===== config.mk =====
export PLATFORM = sky130hd
export DESIGN_NAME = lsr_regs
export DESIGN_NICKNAME = d
export VERILOG_FILES = /design/src/rtl/lsr_pkg.sv /design/src/rtl/lsr_regs.sv /design/src/rtl/lsr_i2c_slave.sv
export VERILOG_INCLUDE_DIRS = /design/src /design/src/rtl
export SDC_FILE = /design/constraint.sdc
export NUM_CORES = 1
export LEC_CHECK = 0
export BUFFER_PORTS_ARGS = -buffer_cell sky130_fd_sc_hd__clkbuf_2
export CORE_UTILIZATION = 45
export DETAILED_ROUTE_END_ITERATION = 16
export PLACE_DENSITY_LB_ADDON = 0.12
export SLEW_MARGIN = 20
export SYNTH_ARGS = -nofsm -noshare
export SYNTH_HDL_FRONTEND = slang
export SYNTH_HIERARCHICAL = 1
export SYNTH_SLANG_ARGS = --single-unit

===== constraint.sdc =====
create_clock -name clk -period 3.1 [get_ports clk]
set_clock_uncertainty 0.2 [all_clocks]
set_input_delay 0.31 -clock clk [delete_from_list [all_inputs] [get_ports clk]]
set_output_delay 0.31 -clock clk [all_outputs]
set_load 0.02 [all_outputs]

===== src/rtl/lsr_defines.svh =====
// constants for the light sensor register bank
`ifndef LSR_DEFINES_SVH
`define LSR_DEFINES_SVH

// ****************************************
// register pointers
// ****************************************
`define LSR_OFS_RESULT  8'h00
`define LSR_OFS_CFG     8'h01
`define LSR_OFS_LOW     8'h02
`define LSR_OFS_HIGH    8'h03
`define LSR_OFS_ID      8'h7e

// ****************************************
// reset values and field codes
// ****************************************
`define LSR_CFG_RESET   16'hc810
`define LSR_LOW_RESET   16'h0000
`define LSR_HIGH_RESET  16'hffff
`define LSR_RANGE_AUTO  4'hc
`define LSR_EXP_MAX     4'hb
`define LSR_MODE_OFF    2'h0
// arbitrary neutral identification value
`define LSR_MAKER_CODE  16'h5a5a

// ****************************************
// serial bus codes
// ****************************************
`define LSR_SLAVE_ADDR  7'h45
`define LSR_GCALL_ADDR  7'h00
`define LSR_GCALL_RESET 8'h06
`define LSR_BYTE_BITS   4'h8

`endif


===== src/rtl/lsr_pkg.sv =====
// types for the light sensor register bank
package lsr_pkg;

  typedef struct packed {
    logic [3:0] range_select;
    logic       conversion_time_select;
    logic       operating_mode_hi;
    logic       operating_mode_lo;
    logic       overflow_flag;
    logic       conversion_ready_flag;
    logic       high_limit_flag;
    logic       low_limit_flag;
    logic       latch_enable;
    logic       interrupt_polarity;
    logic       exponent_mask_enable;
    logic       fault_count_hi;
    logic       fault_count_lo;
  } lsr_cfg_t;

  typedef struct packed {
    logic       ptr_wr;
    logic       data_wr;
    logic       gcall_rst;
    logic       rd_take;
    logic [7:0] data;
  } lsr_evt_t;

  typedef enum logic [2:0] {
    ST_IDLE = 3'h0,
    ST_ADDR = 3'h1,
    ST_AACK = 3'h3,
    ST_RX   = 3'h2,
    ST_RACK = 3'h6,
    ST_TX   = 3'h7,
    ST_TACK = 3'h5
  } lsr_i2c_st_t;

endpackage


===== src/rtl/lsr_regs.sv =====
// light sensor register bank behind the two-wire serial slave
// Notes on behaviour
// - every visible register is one 16-bit word, written msb byte first
// - pointers: result 00h, configuration 01h, low 02h, high 03h, id 7Eh
// - result holds latest finished conversion: exponent 15-12, mantissa 11-0
// - result is read-only and clears to zero on reset
// - mantissa is unsigned straight binary, zero to full scale
// - exponent codes 0 to 1011b name twelve binary-weighted ranges
// - mask set with manual range reads the result exponent as zero
// - configuration field layout is fixed as the package struct shows
// - all accesses arrive as transactions on the serial bus, device as slave
// - configuration write aborts a conversion and restarts when mode asks
// - range 1100b selects automatic range; 1101b-1111b are reserved
`timescale 1ns/10ps
`include "lsr_defines.svh"

module lsr_regs import lsr_pkg::*; (
  // clock and reset
  input  wire logic        clk,
  input  wire logic        rst_n,
  // serial pins
  input  wire logic        scl_in,
  input  wire logic        sda_in,
  output      logic        sda_out,
  output      logic        sda_oe,
  // conversion engine results
  input  wire logic        conv_done,
  input  wire logic [3:0]  conv_exp,
  input  wire logic [11:0] conv_mant,
  input  wire logic        conv_ovf,
  input  wire logic        hi_flag_in,
  input  wire logic        lo_flag_in,
  // settings and commands to the engine
  output      lsr_cfg_t    cfg_out,
  output      logic [15:0] low_limit_out,
  output      logic [15:0] high_limit_out,
  output      logic        conv_abort,
  output      logic        conv_start
);

  lsr_cfg_t    cfg_reg, cfg_next;
  logic [15:0] result_reg, result_next, low_reg, low_next, high_reg, high_next;
  logic [7:0]  ptr_reg, ptr_next, msb_reg, msb_next;
  logic        half_reg, half_next, abort_reg, abort_next, start_reg, start_next;
  logic [15:0] rd_word, wr_word;
  logic        commit;
  lsr_evt_t    evt;

  function automatic logic [3:0] exp_clamp(input logic [3:0] e);
    exp_clamp = (e > `LSR_EXP_MAX) ? `LSR_EXP_MAX : e;
  endfunction

  function automatic logic exp_masked(input lsr_cfg_t c);
    exp_masked = c.exponent_mask_enable && c.range_select < `LSR_RANGE_AUTO;
  endfunction

  // ****************************************
  // serial slave
  // ****************************************
  lsr_i2c_slave u_slave (
    .clk     (clk),
    .rst_n   (rst_n),
    .scl_in  (scl_in),
    .sda_in  (sda_in),
    .sda_out (sda_out),
    .sda_oe  (sda_oe),
    .rd_word (rd_word),
    .evt     (evt)
  );

  // ****************************************
  // read path
  // ****************************************
  always_comb begin
    case (ptr_reg)
      `LSR_OFS_RESULT: rd_word = {exp_masked(cfg_reg) ? 4'h0 : result_reg[15:12], result_reg[11:0]};
      `LSR_OFS_CFG:    rd_word = cfg_reg;
      `LSR_OFS_LOW:    rd_word = low_reg;
      `LSR_OFS_HIGH:   rd_word = high_reg;
      `LSR_OFS_ID:     rd_word = `LSR_MAKER_CODE;
      default:         rd_word = 16'h0000;
    endcase
  end

  // ****************************************
  // register updates
  // ****************************************
  always_comb begin
    wr_word     = {msb_reg, evt.data};
    commit      = evt.data_wr && half_reg;
    cfg_next    = cfg_reg;
    result_next = result_reg;
    low_next    = low_reg;
    high_next   = high_reg;
    ptr_next    = ptr_reg;
    msb_next    = msb_reg;
    half_next   = half_reg;
    abort_next  = 1'b0;
    start_next  = 1'b0;
    if (evt.gcall_rst) begin
      cfg_next    = lsr_cfg_t'(`LSR_CFG_RESET);
      result_next = 16'h0000;
      low_next    = `LSR_LOW_RESET;
      high_next   = `LSR_HIGH_RESET;
      half_next   = 1'b0;
    end else begin
      if (evt.ptr_wr) begin
        ptr_next  = evt.data;
        half_next = 1'b0;
      end
      if (evt.data_wr) begin
        half_next = ~half_reg;
        msb_next  = half_reg ? msb_reg : evt.data;
      end
      if (commit) begin
        case (ptr_reg)
          `LSR_OFS_CFG: begin
            // a reserved range code leaves the range unchanged
            if (wr_word[15:12] <= `LSR_RANGE_AUTO) begin
              cfg_next.range_select = wr_word[15:12];
            end
            cfg_next.conversion_time_select = wr_word[11];
            cfg_next.operating_mode_hi      = wr_word[10];
            cfg_next.operating_mode_lo      = wr_word[9];
            cfg_next.latch_enable           = wr_word[4];
            cfg_next.interrupt_polarity     = wr_word[3];
            cfg_next.exponent_mask_enable   = wr_word[2];
            cfg_next.fault_count_hi         = wr_word[1];
            cfg_next.fault_count_lo         = wr_word[0];
            abort_next = 1'b1;
            start_next = wr_word[10:9] != `LSR_MODE_OFF;
          end
          `LSR_OFS_LOW:  low_next  = wr_word;
          `LSR_OFS_HIGH: high_next = wr_word;
          default:       ; // result and id ignore writes
        endcase
      end
      cfg_next.high_limit_flag = hi_flag_in;
      cfg_next.low_limit_flag  = lo_flag_in;
      if (evt.rd_take && ptr_reg == `LSR_OFS_CFG) begin
        cfg_next.conversion_ready_flag = 1'b0;
      end
      // set after clear so a finishing conversion is not lost to a read in the same cycle; a general-call reset in that cycle drops it
      if (conv_done) begin
        result_next                    = {exp_clamp(conv_exp), conv_mant};
        cfg_next.conversion_ready_flag = 1'b1;
        cfg_next.overflow_flag         = conv_ovf;
      end
    end
  end

  always_ff @(posedge clk or negedge rst_n) begin
    if (!rst_n) begin
      cfg_reg    <= lsr_cfg_t'(`LSR_CFG_RESET);
      result_reg <= 16'h0000;
      low_reg    <= `LSR_LOW_RESET;
      high_reg   <= `LSR_HIGH_RESET;
      ptr_reg    <= `LSR_OFS_RESULT;
      msb_reg    <= 8'h00;
      half_reg   <= 1'b0;
      abort_reg  <= 1'b0;
      start_reg  <= 1'b0;
    end else begin
      cfg_reg    <= cfg_next;
      result_reg <= result_next;
      low_reg    <= low_next;
      high_reg   <= high_next;
      ptr_reg    <= ptr_next;
      msb_reg    <= msb_next;
      half_reg   <= half_next;
      abort_reg  <= abort_next;
      start_reg  <= start_next;
    end
  end

  assign cfg_out        = cfg_reg;
  assign low_limit_out  = low_reg;
  assign high_limit_out = high_reg;
  assign conv_abort     = abort_reg;
  assign conv_start     = start_reg;
endmodule // lsr_regs


===== src/rtl/lsr_i2c_slave.sv =====
// serial two-wire slave engine: 16-bit words in, byte events out
`timescale 1ns/10ps
`include "lsr_defines.svh"

module lsr_i2c_slave import lsr_pkg::*; (
  // clock and reset
  input  wire logic        clk,
  input  wire logic        rst_n,
  // serial pins
  input  wire logic        scl_in,
  input  wire logic        sda_in,
  output      logic        sda_out,
  output      logic        sda_oe,
  // register side
  input  wire logic [15:0] rd_word,
  output      lsr_evt_t    evt
);

  logic        scl_s1, scl_s2, scl_d, sda_s1, sda_s2, sda_d;
  lsr_i2c_st_t st_reg, st_next;
  logic [15:0] sh_reg, sh_next;
  logic [3:0]  cnt_reg, cnt_next;
  logic        rw_reg, rw_next, gc_reg, gc_next, first_reg, first_next;
  logic        oe_reg, oe_next;
  lsr_evt_t    evt_reg, evt_next;
  logic        rise, fall, start, stop;

  // ****************************************
  // pin synchronisers
  // ****************************************
  always_ff @(posedge clk or negedge rst_n) begin
    if (!rst_n) begin
      {scl_s1, scl_s2, scl_d} <= 3'h7;
      {sda_s1, sda_s2, sda_d} <= 3'h7;
    end else begin
      scl_s1 <= scl_in;
      scl_s2 <= scl_s1;
      scl_d  <= scl_s2;
      sda_s1 <= sda_in;
      sda_s2 <= sda_s1;
      sda_d  <= sda_s2;
    end
  end

  // ****************************************
  // bit and byte sequencing
  // ****************************************
  always_comb begin
    rise       = scl_s2 & ~scl_d;
    fall       = ~scl_s2 & scl_d;
    start      = scl_s2 & scl_d & sda_d & ~sda_s2;
    stop       = scl_s2 & scl_d & ~sda_d & sda_s2;
    st_next    = st_reg;
    sh_next    = sh_reg;
    cnt_next   = cnt_reg;
    rw_next    = rw_reg;
    gc_next    = gc_reg;
    first_next = first_reg;
    oe_next    = oe_reg;
    evt_next   = '0;
    if (start) begin
      st_next  = ST_ADDR;
      cnt_next = 4'h0;
      oe_next  = 1'b0;
    end else if (stop) begin
      st_next = ST_IDLE;
      oe_next = 1'b0;
    end else begin
      case (st_reg)
        ST_ADDR, ST_RX: begin
          if (rise) begin
            sh_next  = {sh_reg[14:0], sda_s2};
            cnt_next = cnt_reg + 4'h1;
          end else if (fall && cnt_reg == `LSR_BYTE_BITS) begin
            if (st_reg == ST_ADDR) begin
              if (sh_reg[7:1] == `LSR_SLAVE_ADDR || sh_reg[7:0] == {`LSR_GCALL_ADDR, 1'b0}) begin
                st_next    = ST_AACK;
                oe_next    = 1'b1;
                rw_next    = sh_reg[0];
                gc_next    = sh_reg[7:1] == `LSR_GCALL_ADDR;
                first_next = 1'b1;
              end else begin
                st_next = ST_IDLE;
              end
            end else if (gc_reg) begin
              // only the reset code is acknowledged on a general call
              evt_next.gcall_rst = sh_reg[7:0] == `LSR_GCALL_RESET;
              oe_next            = sh_reg[7:0] == `LSR_GCALL_RESET;
              st_next            = (sh_reg[7:0] == `LSR_GCALL_RESET) ? ST_RACK : ST_IDLE;
            end else begin
              evt_next.data    = sh_reg[7:0];
              evt_next.ptr_wr  = first_reg;
              evt_next.data_wr = ~first_reg;
              first_next       = 1'b0;
              oe_next          = 1'b1;
              st_next          = ST_RACK;
            end
          end
        end
        ST_AACK: begin
          if (fall) begin
            cnt_next = 4'h0;
            if (rw_reg) begin
              // word is captured once; later bytes rotate msb, lsb, msb...
              sh_next          = {rd_word[14:0], rd_word[15]};
              oe_next          = ~rd_word[15];
              evt_next.rd_take = 1'b1;
              st_next          = ST_TX;
            end else begin
              oe_next = 1'b0;
              st_next = ST_RX;
            end
          end
        end
        ST_RACK: begin
          if (fall) begin
            oe_next  = 1'b0;
            cnt_next = 4'h0;
            st_next  = ST_RX;
          end
        end
        ST_TX: begin
          if (rise) begin
            cnt_next = cnt_reg + 4'h1;
          end else if (fall && cnt_reg == `LSR_BYTE_BITS) begin
            oe_next = 1'b0;
            st_next = ST_TACK;
          end else if (fall) begin
            oe_next = ~sh_reg[15];
            sh_next = {sh_reg[14:0], sh_reg[15]};
          end
        end
        ST_TACK: begin
          if (rise && sda_s2) begin
            st_next = ST_IDLE;
          end else if (fall) begin
            cnt_next = 4'h0;
            oe_next  = ~sh_reg[15];
            sh_next  = {sh_reg[14:0], sh_reg[15]};
            st_next  = ST_TX;
          end
        end
        default: begin
          st_next = ST_IDLE;
        end
      endcase
    end
  end

  always_ff @(posedge clk or negedge rst_n) begin
    if (!rst_n) begin
      st_reg    <= ST_IDLE;
      sh_reg    <= 16'h0000;
      cnt_reg   <= 4'h0;
      rw_reg    <= 1'b0;
      gc_reg    <= 1'b0;
      first_reg <= 1'b0;
      oe_reg    <= 1'b0;
      evt_reg   <= '0;
    end else begin
      st_reg    <= st_next;
      sh_reg    <= sh_next;
      cnt_reg   <= cnt_next;
      rw_reg    <= rw_next;
      gc_reg    <= gc_next;
      first_reg <= first_next;
      oe_reg    <= oe_next;
      evt_reg   <= evt_next;
    end
  end

  // open drain: the line is only ever pulled low
  assign sda_out = 1'b0;
  assign sda_oe  = oe_reg;
  assign evt     = evt_reg;

endmodule // lsr_i2c_slave


==> run summary, run 1 <==
run status - complete, no violations
number of setup violations in the final report - 0
clock-pin slew reported for the worst setup and hold paths after clock tree synthesis - 0.05 ns
syn avg cell area - 11.3 µm²
Clock Latency Late Sink - 0.42 ns
internal reg-to-reg setup slack - 0.56 ns
starting density of the core - 46.0%
Detailed Routing Iterations Pass 1 - 5
root buffer cell - sky130_fd_sc_hd__clkbuf_16
initial drt markers - 333
share of the synthesized area in the top cell type - 40.1%
pin count of the biggest net entering global routing - 65
Post-Syn Nets - 587
Remaining Overflow, GRT - 0
total number of vias - 4,978
cell depth of the worst min-delay path - 3
final setup margin - 0.559 ns
via count of the first global-routing pass - 4,852
Max IR drop VDD - 404 µV
cell types occupying the most area after synthesis - sky130_fd_sc_hd__dfrtp_1 (40%), sky130_fd_sc_hd__dfstp_2 (11%), sky130_fd_sc_hd__mux2i_1 (5.3%)
family of cells with the greatest summed delay on the critical path - compound AO/OA/AOI/OAI gates
maximum root-to-sink buffer count - 2
Crit. End Element - register
number of cell rows - 43
cell chain of the critical path - inv_1 -> o21ai_1 -> a221oi_2 -> buf_4 -> nor2_1 -> a21oi_1
max_cap viols - 0
number of buffers added by the clock tree synthesis step - 17
Synth async-reset ratio - 100%
prevailing post-synth register cell - sky130_fd_sc_hd__dfrtp_1
Synthesis Warnings - 6
HPWL Detailed - 11.9 mm
drc violations - 0
Worst EP arrival - 2.68 ns
final-stage net count - 679
Filler Cell Count - 1,181
transition time at the pin with the least slew margin - 0.815 ns
die area - 14,600 µm²
total count of hold-check failures in the final report - 0
Area growth, synth to finish - 20.4%
Vias per Instance - 5.88
synthesized area - 6360 µm²
share of post-route cells with drive strength above 1 - 29.1%
number of storage elements in the synthesis netlist - 128
post-placement cell count - 795
Final Max Slew Viols - 0
overall routing resource usage - 24.6%
first-pass GRT wire length - 26.9 mm
top cells by instance count after synthesis - sky130_fd_sc_hd__dfrtp_1 (102), sky130_fd_sc_hd__nor2_1 (49), sky130_fd_sc_hd__mux2i_1 (34)
Top Ports - 76
utilization after layout - 55.4%
antenna violations before repair - 0
worst reg-to-reg path cell count - 6
critical path buffer and inverter count - 2
library cell with the highest instance count after synthesis - sky130_fd_sc_hd__dfrtp_1
beginning of the worst register-to-register path - u_slave/st_reg[1]
cell area power density - 543 nW/µm²
setup repair after global routing missed its margin - false
top cell type by total area after synthesis - sky130_fd_sc_hd__dfrtp_1
final instance count without filler cells - 846
Critical Setup Path Class - reg2reg
class of the most critical hold timing path - in2reg
maximum frequency from static timing analysis - 394 MHz
Diodes inserted - 0
wire length per cell after detailed routing - 20.0 µm
number of flops mapped to enable cells by yosys - 0
number of cells upsized or downsized after cts - 0
die span in y - 121 µm
data required time of the worst path - 3.24 ns
Routed Wire Length - 16.9 mm
worst-case headroom to the max-slew limit - 45.4%
type of element launching the critical path - register
maximum net fanout on the critical path - 24
synth unique cells - 77
endpoint of the worst register-to-register path - u_slave/sh_reg[7]
synthesized instance count - 561
maximum level of the CTS H-tree - 4
post-place setup slack - 0.582 ns
Crit-path slowest cell - sky130_fd_sc_hd__dfrtp_1
GP Congestion - 0.851
start point of the worst min-delay path - conv_exp[0]
count of antenna-violating nets left after detailed routing - 0
portion of the post-synthesis area used by sequential elements - 50.9%
core area - 13,800 µm²
CTS tree - built
Period minus WS final - 2.54 ns
endpoint of the worst hold path - result_reg[12]
crit-path max cell delay - 0.64 ns
Fin Setup TNS - 0 ns
IO Port Bufs - 74
share of the cycle needed by the critical path after routing - 82.0%
LEAKAGE - 0.00354 µW
number of sinks handled by clock tree synthesis - 128
horizontal die dimension - 121 µm
==> power by group <==
group | internal (µW) | switching [µW]
logic | 201 | 230
registers | 1780 | 120
clock network | 1140 | 687
total | 3120 | 1040
==> timing repair <==
item	4_1_cts	5_1_grt
hold buffers	19	0
endpoints found under the hold margin	50	0
setup buffers	0	0
==> per-stage QoR <==
| step | cell area, µm² | total power, µW | hold WS (ns) |
|---|---|---|---|
| after CTS | 7660 | 4190 | 0.00602 |
| final | 7660 | 4160 | 0.0122 |
| after detailed placement | 6930 | 2340 | 0.0936 |
| after global routing | 7660 | 4320 | 0.0414 |
| after floorplan | 6360 | 2170 | -0.186 |
| after global placement | 6930 | 2320 | 0.0864 |
==> tightest hold or removal path, delay by kind of cell <==
kind	cells	cell delay, ns
AOI/OAI and AO/OA	2	0.19
buffers and inverters	1	0.08
==> kinds of logic after synthesis <==
| family | synth area share, % |
|---|---|
| muxes | 13.5 |
| buffers and inverters | 3.62 |
| other | 0.0589 |
| DFF | 50.9 |
| xor gates and xnor gates | 0.413 |
| and+or+nand+nor | 14.8 |
| adders and majority gates | 0.393 |
| AOI/OAI and AO/OA | 16.3 |
==> layout by cell type, fill, tap and decap left out, drive strengths merged, types with 3 or more instances in the layout <==
cell type    Yosys  final
a211oi           4      4
a21o             4      4
a21oi           30     30
a22o            26     26
a22oi            7      7
a31oi            5      5
and2            12     12
and3             7      7
and4b            3      3
buf             19     15
clkbuf          15     98
clkinv           0      5
dfrtp          102    102
dfstp           26     26
dlygate4sd3      0     19
inv             17     17
mux2            22     22
mux2i           34     34
mux4            12     12
nand2           25     25
nand2b           6      6
nand3           16     16
nand3b           4      4
nand4            5      5
nor2            50     50
nor2b            9      9
nor3             7      7
nor3b            3      3
nor4             6      6
o211ai           5      5
o21a             3      3
o21ai           13     13
o22a            14     14
o41ai            5      5
or3              4      4
or4              4      4
xnor2            3      3
==> final cells by class <==
class / count / area (µm²) / area share (%)
Sequential cell: 128 / 3240 / 42.2
Multi-Input combinational cell: 382 / 2900 / 37.9
Timing Repair Buffer: 107 / 693 / 9.05
Clock buffer: 25 / 475 / 6.21
Tap cell: 180 / 225 / 2.94
Inverter: 17 / 63.8 / 0.833
Clock inverter: 7 / 62.6 / 0.817
==> how the worst max path moves through the flow <==
stage | from | endpoint | cells after the start | slack (ns)
after global routing | u_slave/scl_s2 | u_slave/sh_reg[8] | 6 | 0.21
after global placement | ptr_reg[5] | high_limit_out[7] | 3 | 0.60
after CTS | ptr_reg[5] | high_limit_out[10] | 3 | 0.59
after floorplan | ptr_reg[5] | high_limit_out[10] | 6 | 0.83
after detailed placement | u_slave/st_reg[1] | u_slave/sh_reg[13] | 6 | 0.58
final | u_slave/st_reg[1] | u_slave/sh_reg[7] | 6 | 0.56
==> metal layers <==
layer | up-vias | part of all wire, % | track usage [%]
met4 | 0 | 1.9 | 8.72
met2 | 143 | 46 | 37.5
met5 | - | 0 | 0
li1 | 2285 | - | -
met1 | 2527 | 48 | 35.2
met3 | 23 | 4.1 | 4.70
(Power assumes the default switching activity.)
==> run 2: changes to the inputs <==
--- a/config.mk
+++ b/config.mk
@@ -6,6 +6,7 @@
 export SDC_FILE = /design/constraint.sdc
 export NUM_CORES = 1
 export LEC_CHECK = 0
+export ABC_AREA = 1
 export BUFFER_PORTS_ARGS = -buffer_cell sky130_fd_sc_hd__clkbuf_2
 export CORE_UTILIZATION = 45
 export DETAILED_ROUTE_END_ITERATION = 16
==> constraint.sdc (replaced) <==
create_clock -name clk -period 2.5 [get_ports clk]
set_clock_uncertainty 0.2 [all_clocks]
set_input_delay 0.25 -clock clk [delete_from_list [all_inputs] [get_ports clk]]
set_output_delay 0.25 -clock clk [all_outputs]
set_load 0.02 [all_outputs]
==> run summary, run 2 <==
run status - complete, no violations (unchanged)
starting density of the core - 46.2% (was 46.0%)
cell chain of the critical path - inv_2 -> nand2_2 -> nor2_1 -> nand2_2 -> inv_2 -> nand2_1 -> nand4_1 -> o21ai_0 -> nor2_1 -> nor2_1 -> nand3_1 -> nand2_1 (was inv_1 -> o21ai_1 -> a221oi_2 -> buf_4 -> nor2_1 -> a21oi_1)
HPWL Detailed - 14.6 mm (was 11.9 mm)
setup repair after global routing missed its margin - false (unchanged)
CTS tree - built (unchanged)
maximum level of the CTS H-tree - 4 (unchanged)
endpoint of the worst hold path - result_reg[2] (was result_reg[12])
Diodes inserted - 0 (unchanged)
Worst EP arrival - 2.34 ns (was 2.68 ns)
Synth async-reset ratio - 100% (unchanged)
Detailed Routing Iterations Pass 1 - 5 (unchanged)
start point of the worst min-delay path - conv_done (was conv_exp[0])
number of flops mapped to enable cells by yosys - 0 (unchanged)
number of sinks handled by clock tree synthesis - 128 (unchanged)
via count of the first global-routing pass - 5,709 (was 4,852)
Filler Cell Count - 1,364 (was 1,181)
number of buffers added by the clock tree synthesis step - 17 (unchanged)
share of the synthesized area in the top cell type - 37.8% (was 40.1%)
Crit. End Element - register (unchanged)
commonest non-fill, non-tap cells in the layout - sky130_fd_sc_hd__nand2_1 (311), sky130_fd_sc_hd__dfrtp_1 (102), sky130_fd_sc_hd__nand3_1 (87) (was sky130_fd_sc_hd__dfrtp_1 (102), sky130_fd_sc_hd__clkbuf_2 (73), sky130_fd_sc_hd__nor2_1 (49))
beginning of the worst register-to-register path - ptr_reg[3] (was u_slave/st_reg[1])
worst-case headroom to the max-slew limit - 62.4% (was 45.4%)
number of cell rows - 44 (was 43)
Post-Syn Nets - 904 (was 587)
synth unique cells - 38 (was 77)
die area - 15,500 µm² (was 14,600 µm²)
data required time of the worst path - 2.62 ns (was 3.24 ns)
transition time at the pin with the least slew margin - 0.563 ns (was 0.815 ns)
maximum net fanout on the critical path - 12 (was 24)
root buffer cell - sky130_fd_sc_hd__clkbuf_16 (unchanged)
overall routing resource usage - 27.2% (was 24.6%)
Fin Setup TNS - 0 ns (unchanged)
Vias per Instance - 5.22 (was 5.88)
max_cap viols - 0 (unchanged)
number of setup violations in the final report - 0 (unchanged)
share of the cycle needed by the critical path after routing - 89.1% (was 82.0%)
syn avg cell area - 7.68 µm² (was 11.3 µm²)
critical path buffer and inverter count - 2 (unchanged)
maximum frequency from static timing analysis - 449 MHz (was 394 MHz)
antenna violations before repair - 0 (unchanged)
family of cells with the greatest summed delay on the critical path - simple AND/OR/NAND/NOR gates (was compound AO/OA/AOI/OAI gates)
cell area power density - 694 nW/µm² (was 543 nW/µm²)
number of storage elements in the synthesis netlist - 128 (unchanged)
prevailing post-synth register cell - sky130_fd_sc_hd__dfrtp_1 (unchanged)
Remaining Overflow, GRT - 0 (unchanged)
number of cells upsized or downsized after cts - 0 (unchanged)
Critical Setup Path Class - reg2reg (unchanged)
internal reg-to-reg setup slack - 0.27 ns (was 0.56 ns)
Tot Pwr - 5650 µW (was 4160 µW)
endpoint of the worst register-to-register path - u_slave/sda_oe (was u_slave/sh_reg[7])
total number of vias - 6,135 (was 4,978)
horizontal die dimension - 124 µm (was 121 µm)
core area - 14,600 µm² (was 13,800 µm²)
LEAKAGE - 0.00427 µW (was 0.00354 µW)
final-stage net count - 1,004 (was 679)
Routed Wire Length - 20.0 mm (was 16.9 mm)
IO Port Bufs - 74 (unchanged)
type of element launching the critical path - register (unchanged)
worst reg-to-reg path cell count - 12 (was 6)
crit-path max cell delay - 0.42 ns (was 0.64 ns)
portion of the post-synthesis area used by sequential elements - 48.0% (was 50.9%)
Max IR drop VDD - 504 µV (was 404 µV)
top cells by instance count after synthesis - sky130_fd_sc_hd__nand2_1 (311), sky130_fd_sc_hd__dfrtp_1 (102), sky130_fd_sc_hd__nand3_1 (87) (was sky130_fd_sc_hd__dfrtp_1 (102), sky130_fd_sc_hd__nor2_1 (49), sky130_fd_sc_hd__mux2i_1 (34))
class of the most critical hold timing path - in2reg (unchanged)
total count of hold-check failures in the final report - 0 (unchanged)
Final Max Slew Viols - 0 (unchanged)
initial drt markers - 710 (was 333)
synthesized instance count - 878 (was 561)
GP Congestion - 0.887 (was 0.851)
cell types occupying the most area after synthesis - sky130_fd_sc_hd__dfrtp_1 (38%), sky130_fd_sc_hd__nand2_1 (17%), sky130_fd_sc_hd__dfstp_2 (10%) (was sky130_fd_sc_hd__dfrtp_1 (40%), sky130_fd_sc_hd__dfstp_2 (11%), sky130_fd_sc_hd__mux2i_1 (5.3%))
Synthesis Warnings - 6 (unchanged)
critical path launch point - ptr_reg[3] (was u_slave/st_reg[1])
most frequent CP cell - sky130_fd_sc_hd__nor2_1
Crit-path slowest cell - sky130_fd_sc_hd__dfrtp_1 (unchanged)
library cell with the highest instance count after synthesis - sky130_fd_sc_hd__nand2_1 (was sky130_fd_sc_hd__dfrtp_1)
count of antenna-violating nets left after detailed routing - 0 (unchanged)
share of post-route cells with drive strength above 1 - 20.8% (was 29.1%)
pin count of the biggest net entering global routing - 51 (was 65)
drc violations - 0 (unchanged)
die span in y - 124 µm (was 121 µm)
leading cell type in the layout, fill and taps excluded - sky130_fd_sc_hd__nand2_1 (was sky130_fd_sc_hd__dfrtp_1)
path length in cells of the critical path - 12 (was 6)
wire length per cell after detailed routing - 17.0 µm (was 20.0 µm)
Period minus WS final - 2.23 ns (was 2.54 ns)
Top Ports - 76 (unchanged)
synthesized area - 6740 µm² (was 6360 µm²)
cell depth of the worst min-delay path - 3 (unchanged)
Area growth, synth to finish - 20.9% (was 20.4%)
top cell type by total area after synthesis - sky130_fd_sc_hd__dfrtp_1 (unchanged)
Clock Latency Late Sink - 0.42 ns (about the same)
first-pass GRT wire length - 32.4 mm (was 26.9 mm)
clock-pin slew reported for the worst setup and hold paths after clock tree synthesis - 0.06 ns (was 0.05 ns)
maximum root-to-sink buffer count - 2 (unchanged)
## run 2: cell count changes after synthesis, sizes merged, moves of 12 or more
cell and change:
a21oi -21, a22o -26, and2 -12, inv +88
mux2 -22, mux2i -34, mux4 -12, nand2 +303
nand3 +75, nand4 +19, nor2 +14, o21ai +39
o22a -14
## run 2: layer usage
| layer | vias up | global-route usage [%] | share of wire (%) |
|---|---|---|---|
| met5 | - | 0 | 0 |
| met4 | 0 | 10.1 | 2.7 |
| met3 | 32 | 6.44 | 8.2 |
| met2 | 239 | 36.9 | 40 |
| met1 | 2859 | 41.6 | 49 |
| li1 | 3005 | - | - |
## run 2: cell families (layout without fill, tap and decap cells)
| group | Yosys count | in the layout | share of synthesized area, % |
|---|---|---|---|
| AO/OA/AOI/OAI | 79 | 79 | 6.79 |
| XOR/XNOR | 1 | 1 | 0.130 |
| adder cells (fa/ha/maj) | 2 | 2 | 0.371 |
| buffers and inverters | 137 | 250 | 8.57 |
| flip-flops | 128 | 128 | 48.0 |
| other | 1 | 1 | 0.0556 |
| AND/OR/NAND/NOR | 530 | 530 | 36.1 |
## run 2: worst register-to-register path, delay by kind of cell, from the launching register on
family | cells | cell delay, ns
compound gates | 1 | 0.13
buf+inv | 2 | 0.31
flops | 1 | 0.42
simple gates | 9 | 1.06
## run 2: how the worst max path moves through the flow
| stage | endpoint | slack (ns) |
|---|---|---|
| 2_1_floorplan | u_slave/sda_oe | 0.66 |
| 3_3_place_gp | u_slave/sda_oe | 0.32 |
| 3_5_place_dp | u_slave/sda_oe | 0.25 |
| 4_1_cts | u_slave/sda_oe | 0.25 |
| 5_1_grt | u_slave/sda_oe | 0.08 |
| 6_report | u_slave/sda_oe | 0.27 |
## run 2: repair_timing
| action | in CTS | in global routing |
|---|---|---|
| endpoints found under the setup margin | 0 | 1 |
| setup buffers | 0 | 2 |
| hold buffers | 25 | 0 |
| hold endpoints to repair | 79 | 0 |
## run 2: layout make-up
cell class / count / area, µm² / share of cell area (%)
Timing Repair Buffer: 113 / 766 / 9.40
Clock inverter: 14 / 155 / 1.90
Inverter: 105 / 394 / 4.84
Multi-Input combinational cell: 613 / 2930 / 36.0
Clock buffer: 18 / 439 / 5.39
Tap cell: 184 / 230 / 2.82
Sequential cell: 128 / 3240 / 39.7
## run 2: power by group
| group | internal (µW) | switching (µW) |
|---|---|---|
| Sequential | 2190 | 119 |
| Clock | 1510 | 992 |
| Combinational | 279 | 569 |
## run 2: stage by stage
| stage | instance area (µm²) | worst slack [ns] | hold WS, ns | cells | utilization (%) |
|---|---|---|---|---|---|
| after CTS | 8140 | 0.250 | 0.0444 | 1173 | 55.8 |
| after detailed placement | 7290 | 0.248 | 0.0479 | 1116 | 50.0 |
| final | 8150 | 0.273 | 0.0556 | 1175 | 55.9 |
| after floorplan | 6740 | 0.663 | -0.246 | 878 | - |
| after global placement | 7290 | 0.315 | 0.0458 | 1116 | 50.0 |
| after global routing | 8150 | 0.0766 | 0.0963 | 1175 | 55.9 |
